### src/hdl/asq_pkg.sv
// Shared constants and types for the auxiliary sequencer step 4 block.
// Assumes one clock domain and an APB slave with 32-bit data.
`default_nettype none

package asq_pkg;

    // Bus and register geometry.
    localparam int ADDR_W = 12;
    localparam int DATA_W = 32;
    localparam logic [ADDR_W-1:0] STEP4_CFG_ADDR  = 12'h094;
    localparam logic [15:0]       STEP4_CFG_RESET = 16'h0004;

    // Field positions inside the 16-bit register word.
    localparam int EN_BIT  = 15;
    localparam int GAIN_HI = 14;
    localparam int GAIN_LO = 13;
    localparam int RSV_HI  = 12;
    localparam int RSV_LO  = 5;
    localparam int NEG_BIT = 4;
    localparam int POS_HI  = 3;
    localparam int POS_LO  = 0;

    // Gain codes and the factor that each one yields.
    localparam logic [1:0] GAIN_CODE_X1   = 2'h0;
    localparam logic [1:0] GAIN_CODE_X2   = 2'h1;
    localparam logic [2:0] GAIN_FACTOR_X1 = 3'h1;
    localparam logic [2:0] GAIN_FACTOR_X2 = 3'h2;
    localparam logic [2:0] GAIN_FACTOR_X4 = 3'h4;

    // Positive-input codes; codes up to POS_EXT_LAST are external inputs.
    localparam logic [3:0] POS_EXT_LAST = 4'h7;
    localparam logic [3:0] POS_TEMP     = 4'h8;
    localparam logic [3:0] POS_SHORT    = 4'h9;
    localparam logic [3:0] POS_TDAC     = 4'ha;
    localparam logic [3:0] POS_AVDD4    = 4'hb;
    localparam logic [3:0] POS_IO_MON   = 4'hc;
    localparam logic [3:0] POS_DCORE    = 4'hd;
    localparam logic [3:0] POS_ANALOG_POWER_INPUT     = 4'he;
    localparam logic [3:0] POS_DIGITAL_POWER_INPUT     = 4'hf;

    // Source that feeds the positive converter input.
    typedef enum logic [3:0] {
        SRC_EXTERNAL,
        SRC_TEMP_SENSOR,
        SRC_INT_SHORT,
        SRC_TEST_DAC,
        SRC_ANALOG_SUPPLY_DIV4,
        SRC_IO_SUPPLY_MON,
        SRC_DCORE_SUPPLY_MON,
        SRC_ANALOG_PWR_DIV103,
        SRC_DIGITAL_PWR_DIV103
    } asq_src_t;

    // Writable fields of the register, reserved bits left out.
    typedef struct packed {
        logic       en;
        logic [1:0] gain;
        logic       neg;
        logic [3:0] pos;
    } asq_cfg_t;

    localparam asq_cfg_t CFG_RESET_FIELDS = {
        STEP4_CFG_RESET[EN_BIT:GAIN_LO], STEP4_CFG_RESET[NEG_BIT:POS_LO]};

    // Decoded output values that match the register reset value.
    localparam logic [7:0] RST_EXT_ONEHOT = 8'h10;

endpackage

`default_nettype wire

### src/hdl/asq_cfg_if.sv
// Carries the stored step 4 fields to the decoders and their results back.
// Assumes the owner drives cfg and each decoder drives only its results.
`default_nettype none

interface asq_cfg_if;
    import asq_pkg::*;

    asq_cfg_t   cfg;          // Stored register fields.
    logic [2:0] gain_factor;  // Gain as a factor of 1, 2 or 4.
    logic [7:0] ext_onehot;   // One-hot external positive input.
    asq_src_t   src;          // Positive input source.
    logic       neg_auto;     // Negative input chosen by hardware.
    logic       neg_gnd;      // Negative input on analog ground.
    logic       neg_ext7;     // Negative input on external input seven.

    modport owner (output cfg, input gain_factor, ext_onehot, src,
                   neg_auto, neg_gnd, neg_ext7);
    modport input_dec (input cfg, output ext_onehot, src, neg_auto,
                       neg_gnd, neg_ext7);
    modport gain_dec (input cfg, output gain_factor);
endinterface

`default_nettype wire

### src/hdl/asq_gain_decode.sv
// Turns the stored two-bit gain code into a gain factor.
// Assumes the owner of the interface holds the code stable in a register.
`default_nettype none

module asq_gain_decode (
    asq_cfg_if.gain_dec bus  // Stored fields in, gain factor out.
);
    import asq_pkg::*;

    // Both upper codes give the highest gain, so only bit 1 matters there.
    always_comb begin
        case (bus.cfg.gain)
            GAIN_CODE_X1: bus.gain_factor = GAIN_FACTOR_X1;
            GAIN_CODE_X2: bus.gain_factor = GAIN_FACTOR_X2;
            default:      bus.gain_factor = GAIN_FACTOR_X4;
        endcase
    end
endmodule

`default_nettype wire

### src/hdl/asq_input_decode.sv
// Decodes the positive and negative input selects into multiplexer controls.
// Assumes the owner of the interface holds the fields stable in a register.
`default_nettype none

module asq_input_decode (
    asq_cfg_if.input_dec bus  // Stored fields in, mux controls out.
);
    import asq_pkg::*;

    // Internal sources pick their own negative input, so they set neg_auto.
    always_comb begin
        bus.ext_onehot = 8'h00;
        bus.src        = SRC_EXTERNAL;
        bus.neg_auto   = 1'b1;
        case (bus.cfg.pos)
            POS_TEMP:   bus.src = SRC_TEMP_SENSOR;
            POS_SHORT:  bus.src = SRC_INT_SHORT;
            POS_TDAC:   bus.src = SRC_TEST_DAC;
            POS_AVDD4:  bus.src = SRC_ANALOG_SUPPLY_DIV4;
            POS_IO_MON: bus.src = SRC_IO_SUPPLY_MON;
            POS_DCORE:  bus.src = SRC_DCORE_SUPPLY_MON;
            POS_ANALOG_POWER_INPUT:   bus.src = SRC_ANALOG_PWR_DIV103;
            POS_DIGITAL_POWER_INPUT:   bus.src = SRC_DIGITAL_PWR_DIV103;
            default: begin
                // Only codes 0 to 7 remain here, all external inputs.
                bus.ext_onehot = 8'h01 << bus.cfg.pos[2:0];
                bus.neg_auto   = 1'b0;
            end
        endcase
        // The negative select is honoured only for external inputs.
        bus.neg_gnd  = ~bus.neg_auto & ~bus.cfg.neg;
        bus.neg_ext7 = ~bus.neg_auto & bus.cfg.neg;
    end
endmodule

`default_nettype wire

### src/hdl/asq_step4_top.sv
// Step 4 configuration register of the auxiliary converter sequencer,
// reached over APB, with registered decoded controls for the sequencer.
// Assumes an APB master on REF_CLK_I and a sequencer that samples outputs.
//
// Notes on behaviour
// Step 4 takes part in the sequence only while the enable bit 15 is 1.
// Gain bits 14:13 give gain 1 for 00b, 2 for 01b and 4 otherwise.
// Bit 4 picks analog ground when 0 and external input seven when 1.
// Positive codes 0000b to 0111b pick external inputs zero to seven.
// Codes 1000b, 1001b, 1010b pick temperature, short and test DAC.
// Codes 1110b and 1111b pick the power-input monitors divided by 103.
// Whenever hardware picks the negative input, bit 4 is ignored.
// The register sits at address 94h and resets to 0004h.
// Code 1011b picks the analog supply divided by four.
// Bits 12:5 read as zero and ignore what is written to them.
// Codes 1100b and 1101b pick the io and core supply monitors.
`default_nettype none

module asq_step4_top
    import asq_pkg::*;
(
    input  wire logic                  REF_CLK_I,       // 25 MHz clock.
    input  wire logic                  RESETN_I,        // Async reset, low.
    input  wire logic                  PSEL_I,          // APB select.
    input  wire logic                  PENABLE_I,       // APB enable.
    input  wire logic                  PWRITE_I,        // APB direction.
    input  wire logic [asq_pkg::ADDR_W-1:0] PADDR_I,    // APB byte address.
    input  wire logic [asq_pkg::DATA_W-1:0] PWDATA_I,   // APB write data.
    input  wire logic [3:0]            PSTRB_I,         // APB byte strobes.
    output logic [asq_pkg::DATA_W-1:0] PRDATA_O,        // APB read data.
    output logic                       PREADY_O,        // APB ready.
    output logic                       PSLVERR_O,       // Unmapped address.
    output logic                       STEP4_ENABLE_O,  // Step included.
    output logic [2:0]                 STEP4_GAIN_O,    // Gain 1, 2 or 4.
    output logic [7:0]                 STEP4_EXT_POS_O, // One-hot ext input.
    output var asq_pkg::asq_src_t      STEP4_SRC_O,     // Positive source.
    output logic                       STEP4_NEG_AUTO_O, // Negative by hw.
    output logic                       STEP4_NEG_GND_O, // Negative on ground.
    output logic                       STEP4_NEG_EXT7_O // Negative on input 7.
);
    import asq_pkg::*;

    // Every flip-flop of the block lives in this one record.
    typedef struct packed {
        asq_cfg_t          cfg;
        logic              untouched;
        logic [DATA_W-1:0] prdata;
        logic              pready;
        logic              pslverr;
        logic              out_enable;
        logic [2:0]        out_gain;
        logic [7:0]        out_ext;
        asq_src_t          out_src;
        logic              out_neg_auto;
        logic              out_neg_gnd;
        logic              out_neg_ext7;
    } asq_top_state_t;

    localparam asq_top_state_t STATE_RESET = '{
        cfg:          CFG_RESET_FIELDS,
        untouched:    1'b1,
        prdata:       32'h0000_0000,
        pready:       1'b0,
        pslverr:      1'b0,
        out_enable:   CFG_RESET_FIELDS.en,
        out_gain:     GAIN_FACTOR_X1,
        out_ext:      RST_EXT_ONEHOT,
        out_src:      SRC_EXTERNAL,
        out_neg_auto: 1'b0,
        out_neg_gnd:  1'b1,
        out_neg_ext7: 1'b0
    };

    asq_top_state_t st;
    asq_top_state_t next_st;
    asq_cfg_if      cfg_bus ();

    logic        setup;
    logic        access;
    logic        hit;
    logic        wr_hit;
    logic        rd_hit;
    logic [15:0] cfg_word;

    // Bus phase decode; the access phase lasts exactly one cycle.
    assign setup  = PSEL_I & ~PENABLE_I;
    assign access = PSEL_I & PENABLE_I & st.pready;
    assign hit    = (PADDR_I == STEP4_CFG_ADDR);
    assign wr_hit = access & PWRITE_I & hit;
    assign rd_hit = access & ~PWRITE_I & hit;

    // Reserved bits are forced to zero on readback.
    assign cfg_word = {st.cfg.en, st.cfg.gain, 8'h00,
                       st.cfg.neg, st.cfg.pos};

    assign cfg_bus.cfg = st.cfg;

    asq_gain_decode u_gain_decode (
        .bus (cfg_bus.gain_dec)
    );

    asq_input_decode u_input_decode (
        .bus (cfg_bus.input_dec)
    );

    // Next state: bus answer, register update and registered controls.
    always_comb begin
        next_st        = st;
        // Ready is raised for the access phase that follows each setup.
        next_st.pready = setup;
        // Error follows ready, so a transfer that is dropped leaves none.
        next_st.pslverr = setup & ~hit;
        if (setup) begin
            next_st.prdata = hit ? {16'h0000, cfg_word} : 32'h0000_0000;
        end
        if (wr_hit) begin
            // Byte lanes: lane 0 holds the selects, lane 1 enable and gain.
            if (PSTRB_I[0]) begin
                next_st.cfg.neg = PWDATA_I[NEG_BIT];
                next_st.cfg.pos = PWDATA_I[POS_HI:POS_LO];
            end
            if (PSTRB_I[1]) begin
                next_st.cfg.en   = PWDATA_I[EN_BIT];
                next_st.cfg.gain = PWDATA_I[GAIN_HI:GAIN_LO];
            end
            next_st.untouched = 1'b0;
        end
        // Controls lag the register by one cycle so outputs are flops.
        next_st.out_enable   = st.cfg.en;
        next_st.out_gain     = cfg_bus.gain_factor;
        next_st.out_ext      = cfg_bus.ext_onehot;
        next_st.out_src      = cfg_bus.src;
        next_st.out_neg_auto = cfg_bus.neg_auto;
        next_st.out_neg_gnd  = cfg_bus.neg_gnd;
        next_st.out_neg_ext7 = cfg_bus.neg_ext7;
    end

    // State register.
    always_ff @(posedge REF_CLK_I or negedge RESETN_I) begin
        if (!RESETN_I) begin
            st <= STATE_RESET;
        end else begin
            st <= next_st;
        end
    end

    // Outputs come straight from the state record.
    assign PRDATA_O         = st.prdata;
    assign PREADY_O         = st.pready;
    assign PSLVERR_O        = st.pslverr;
    assign STEP4_ENABLE_O   = st.out_enable;
    assign STEP4_GAIN_O     = st.out_gain;
    assign STEP4_EXT_POS_O  = st.out_ext;
    assign STEP4_SRC_O      = st.out_src;
    assign STEP4_NEG_AUTO_O = st.out_neg_auto;
    assign STEP4_NEG_GND_O  = st.out_neg_gnd;
    assign STEP4_NEG_EXT7_O = st.out_neg_ext7;
endmodule

`default_nettype wire

### config.mk
export PLATFORM = sky130hd
export DESIGN_NAME = asq_step4_top
export DESIGN_NICKNAME = d
export VERILOG_FILES = /design/src/hdl/asq_pkg.sv /design/src/hdl/asq_cfg_if.sv /design/src/hdl/asq_gain_decode.sv /design/src/hdl/asq_input_decode.sv /design/src/hdl/asq_step4_top.sv
export SDC_FILE = /design/constraint.sdc
export NUM_CORES = 1
export LEC_CHECK = 0
export ABC_AREA = 1
export BUFFER_PORTS_ARGS = -buffer_cell sky130_fd_sc_hd__buf_4
export CAP_MARGIN = 10
export CORE_MARGIN = 2
export CORE_UTILIZATION = 45
export CTS_CLUSTER_SIZE = 30
export DETAILED_ROUTE_END_ITERATION = 8
export MAX_ROUTING_LAYER = met4
export PLACE_DENSITY_LB_ADDON = 0.3
export REMOVE_ABC_BUFFERS = 1
export SYNTH_ARGS = -nofsm -noshare
export SYNTH_HDL_FRONTEND = slang
export SYNTH_SLANG_ARGS = --single-unit
export TNS_END_PERCENT = 1
### constraint.sdc
create_clock -name REF_CLK_I -period 1.5 [get_ports REF_CLK_I]
set_input_delay 0.375 -clock REF_CLK_I [delete_from_list [all_inputs] [get_ports REF_CLK_I]]
set_output_delay 0.375 -clock REF_CLK_I [all_outputs]
set_load 0.005 [all_outputs]
==> flow_summary.yaml <==
global_routing:
  antenna_violations_before_repair: 0
  grt_usage_pct: 15.48
  met3_usage_pct: 5.458
  number_of_global_route_vias_before_repair: 1060
  grt_first_pass_wirelength_mm: 4.692
  grtUsageMet2_pct: 24.09
  maximum_number_of_pins_on_one_net_before_global_route_repair: 38
  busiest_layer: "met2"
  globalRoute.totalOverflow: 0
  met1_usage_pct: 18.27
floorplan:
  chipWidth_um: 63.80
  floorplan.io_pins: 106
  placeableCoreArea_mm2: 0.003390
  floorplan.initialDensity_pct: 47.47
  floorplan.die_area_mm2: 0.004070
  rows: 21
  die-height_um: 63.80
synthesis:
  synth_seq_cells: 37
  total_standard_cell_area_after_synthesis_mm2: 0.001609
  yosys_warning_count: 0
  synth_sequential_area_ratio_pct: 57.85
  synth_top_cell_area_share_pct: 51.32
  netlist_instances: 176
  synthTopCellsByArea: "sky130_fd_sc_hd__dfrtp_1, sky130_fd_sc_hd__buf_4, sky130_fd_sc_hd__nand2_1, sky130_fd_sc_hd__dfstp_2, sky130_fd_sc_hd__nor2_1"
  synth_cell_types: 17
  synth_top_cell_by_area: "sky130_fd_sc_hd__dfrtp_1"
  syn-mean-instance-area_um2: 9.142
layout:
  insertedDiodeCount: 0
  layout-drive-gt1-share_pct: 29.96
  mostFrequentLayoutCells: "sky130_fd_sc_hd__buf_4, sky130_fd_sc_hd__nand2_1, sky130_fd_sc_hd__dfrtp_1"
  finish.net_count: 289
  fillers: 296
  layout_commonest_cell: "sky130_fd_sc_hd__buf_4"
  post-route-cell-area_mm2: 0.002072
  area_growth_pct: 28.77
clock_network:
  clock_insertion_delay_worst_skew_ns: 0.33
  htreeDepth: 2
  cts-hold-fix-buffers: 1
  cts_root_buffer: "sky130_fd_sc_hd__clkbuf_4"
  tritoncts.num_buffers: 5
  cts_tree: "yes"
  clock_path_buffers: 2
  cts-resized-gates: 0
  cts_sinks: 37
  post_cts_setup_buffer_count: 0
  clk_transition_reported_paths_ns: 0.10
setup_path:
  rr_endpoint: "cfg_bus.cfg[3]$_DFFE_PN0P_"
  worst_setup_path_startpoint: "STEP4_GAIN_O[0]$_DFF_PN1_"
  critical_path.cell_chain: "buf_4"
  top_delay_family_on_crit_path: "flip-flops"
  critical_path_buf_inv_count: 1
  rr_worst_depth: 5
  rrSetupSlack_ns: 0.38
  setup.worst_path.end: "STEP4_GAIN_O[0]"
  critical_path_startpoint_category: "register"
  crit_path_max_incr_delay_ns: 0.54
  reg_to_reg_startpoint: "PREADY_O$_DFF_PN0_"
  critical_path_arrival_ns: 0.97
  critPathCaptureType: "output pin"
  critical_path_rt_ns: 1.12
  timing.critical_path.slowest_stage_cell: "sky130_fd_sc_hd__dfstp_2"
  path_class: "reg -> out"
  cp_num_cells: 1
  critical_path.max_fanout: 1
timing:
  maxClockFrequency_mhz: 744.1
  final.setup.tns_ns: 0
  timing_max_transition_violations_final: 0
  finalHoldViolations: 0
  post-route-period-util_pct: 89.60
  grt_setup_unrepaired: "no"
  skew_ns: 0.008554
  post-route-min-period_ns: 1.344
  setup_viol: 0
power_and_ir_drop:
  p_per_area_mw_per_mm2: 890.8
  worst_ir_drop_vdd_mv: 0.4694
  power.total_w: 0.001846
  power_leakage_nw: 1.159
detailed_routing:
  final_antenna_net_count: 0
  post_drt_via_cell_ratio: 4.251
  num_vias: 1203
  finalWirelength_mm: 2.819
  remaining_drc_errors: 0
  first_pass_iters: 4
  wire_per_inst_um: 9.961
  drt_iter0_markers: 38
outcome:
  result_of_the_run: "finished, final reports clean"
run:
  max-cap-violations: 0
placed_design:
  port_buffers: 55
  postPlaceCellArea_mm2: 0.001977
  dp_hpwl_mm: 2.120
  place_congestion: 0.7930
min_path:
  hold_path.class: "in -> reg"
[cells by family after synthesis]
logic type / after synthesis / share of synthesized area [%]
other: 1 / 0.2331
and+or+nand+nor: 92 / 24.73
AOI/OAI and AO/OA: 4 / 1.244
DFF: 37 / 57.85
buffers and inverters: 42 / 15.94
[area by class of cell]
class                           instances  area (um2)  share of cell area, %
Tap cell                               46       57.56                  2.778
Timing Repair Buffer                   58       437.9                  21.14
Clock inverter                          1       30.03                  1.449
Sequential cell                        37       930.9                  44.93
Clock buffer                            7       55.05                  2.657
Multi-Input combinational cell        120       508.0                  24.52
Inverter                               14       52.55                  2.536
[Yosys cell counts (all sizes together)]
master,number
nand2,45
dfrtp,33
nor2,28
buf,26
inv,14
nand4,10
nand3,6
dfstp,4
o21ai,3
clkbuf,2
nor3,2
a21oi,1
conb,1
or2,1
[metal layers]
layer	vias to the layer above	share of wire, %
met2	69	46
met3	4	12
met4	0	1.3
met5	-	0
met1	514	40
li1	616	-
[worst min path at each step]
stage | start | to | slack [ns] | cells after the start
2_1_floorplan | RESETN_I | PRDATA_O[0]$_DFFE_PN0N_ | 0.08 | 0
3_3_place_gp | RESETN_I | STEP4_NEG_AUTO_O$_DFF_PN0_ | 0.35 | 1
3_5_place_dp | RESETN_I | STEP4_NEG_AUTO_O$_DFF_PN0_ | 0.35 | 1
4_1_cts | PWDATA_I[2] | cfg_bus.cfg[2]$_DFFE_PN1P_ | 0.26 | 3
5_1_grt | PWDATA_I[2] | cfg_bus.cfg[2]$_DFFE_PN1P_ | 0.27 | 3
6_report | PWDATA_I[2] | cfg_bus.cfg[2]$_DFFE_PN1P_ | 0.27 | 3
[power by group]
part	total [W]	switching [W]	leakage, nW	internal (W)
registers	0.00101	0.00000428	0.493	0.00101
logic	0.000138	0.0000728	0.620	0.0000656
clock network	0.000698	0.000300	0.0455	0.000398
[through the flow]
stage	hold slack (ns)	util [%]	setup slack, ns	instances
floorplan	0.07941	-	0.1776	171
global placement	0.3471	58.32	0.1541	274
detailed placement	0.3466	58.32	0.1414	274
CTS	0.2580	61.13	0.1451	283
global route	0.2720	61.13	0.1231	283
finish	0.2660	61.13	0.1561	283
[tightest hold or removal path: stages]
cell and delay [ns]:
sky130_fd_sc_hd__buf_4 0.11, sky130_fd_sc_hd__nand4_1 0.07, sky130_fd_sc_hd__nand2_1 0.05
[state kept, by name, indices dropped and copies added, names as in the netlist]
signal	flops
PRDATA_O	8
STEP4_NEG_EXT7_O	1
STEP4_NEG_GND_O	1
PSLVERR_O	1
STEP4_GAIN_O	3
STEP4_SRC_O	4
STEP4_NEG_AUTO_O	1
cfg_bus.cfg	8
STEP4_ENABLE_O	1
PREADY_O	1
STEP4_EXT_POS_O	8
No activity file was read; power rests on OpenSTA's default activity.
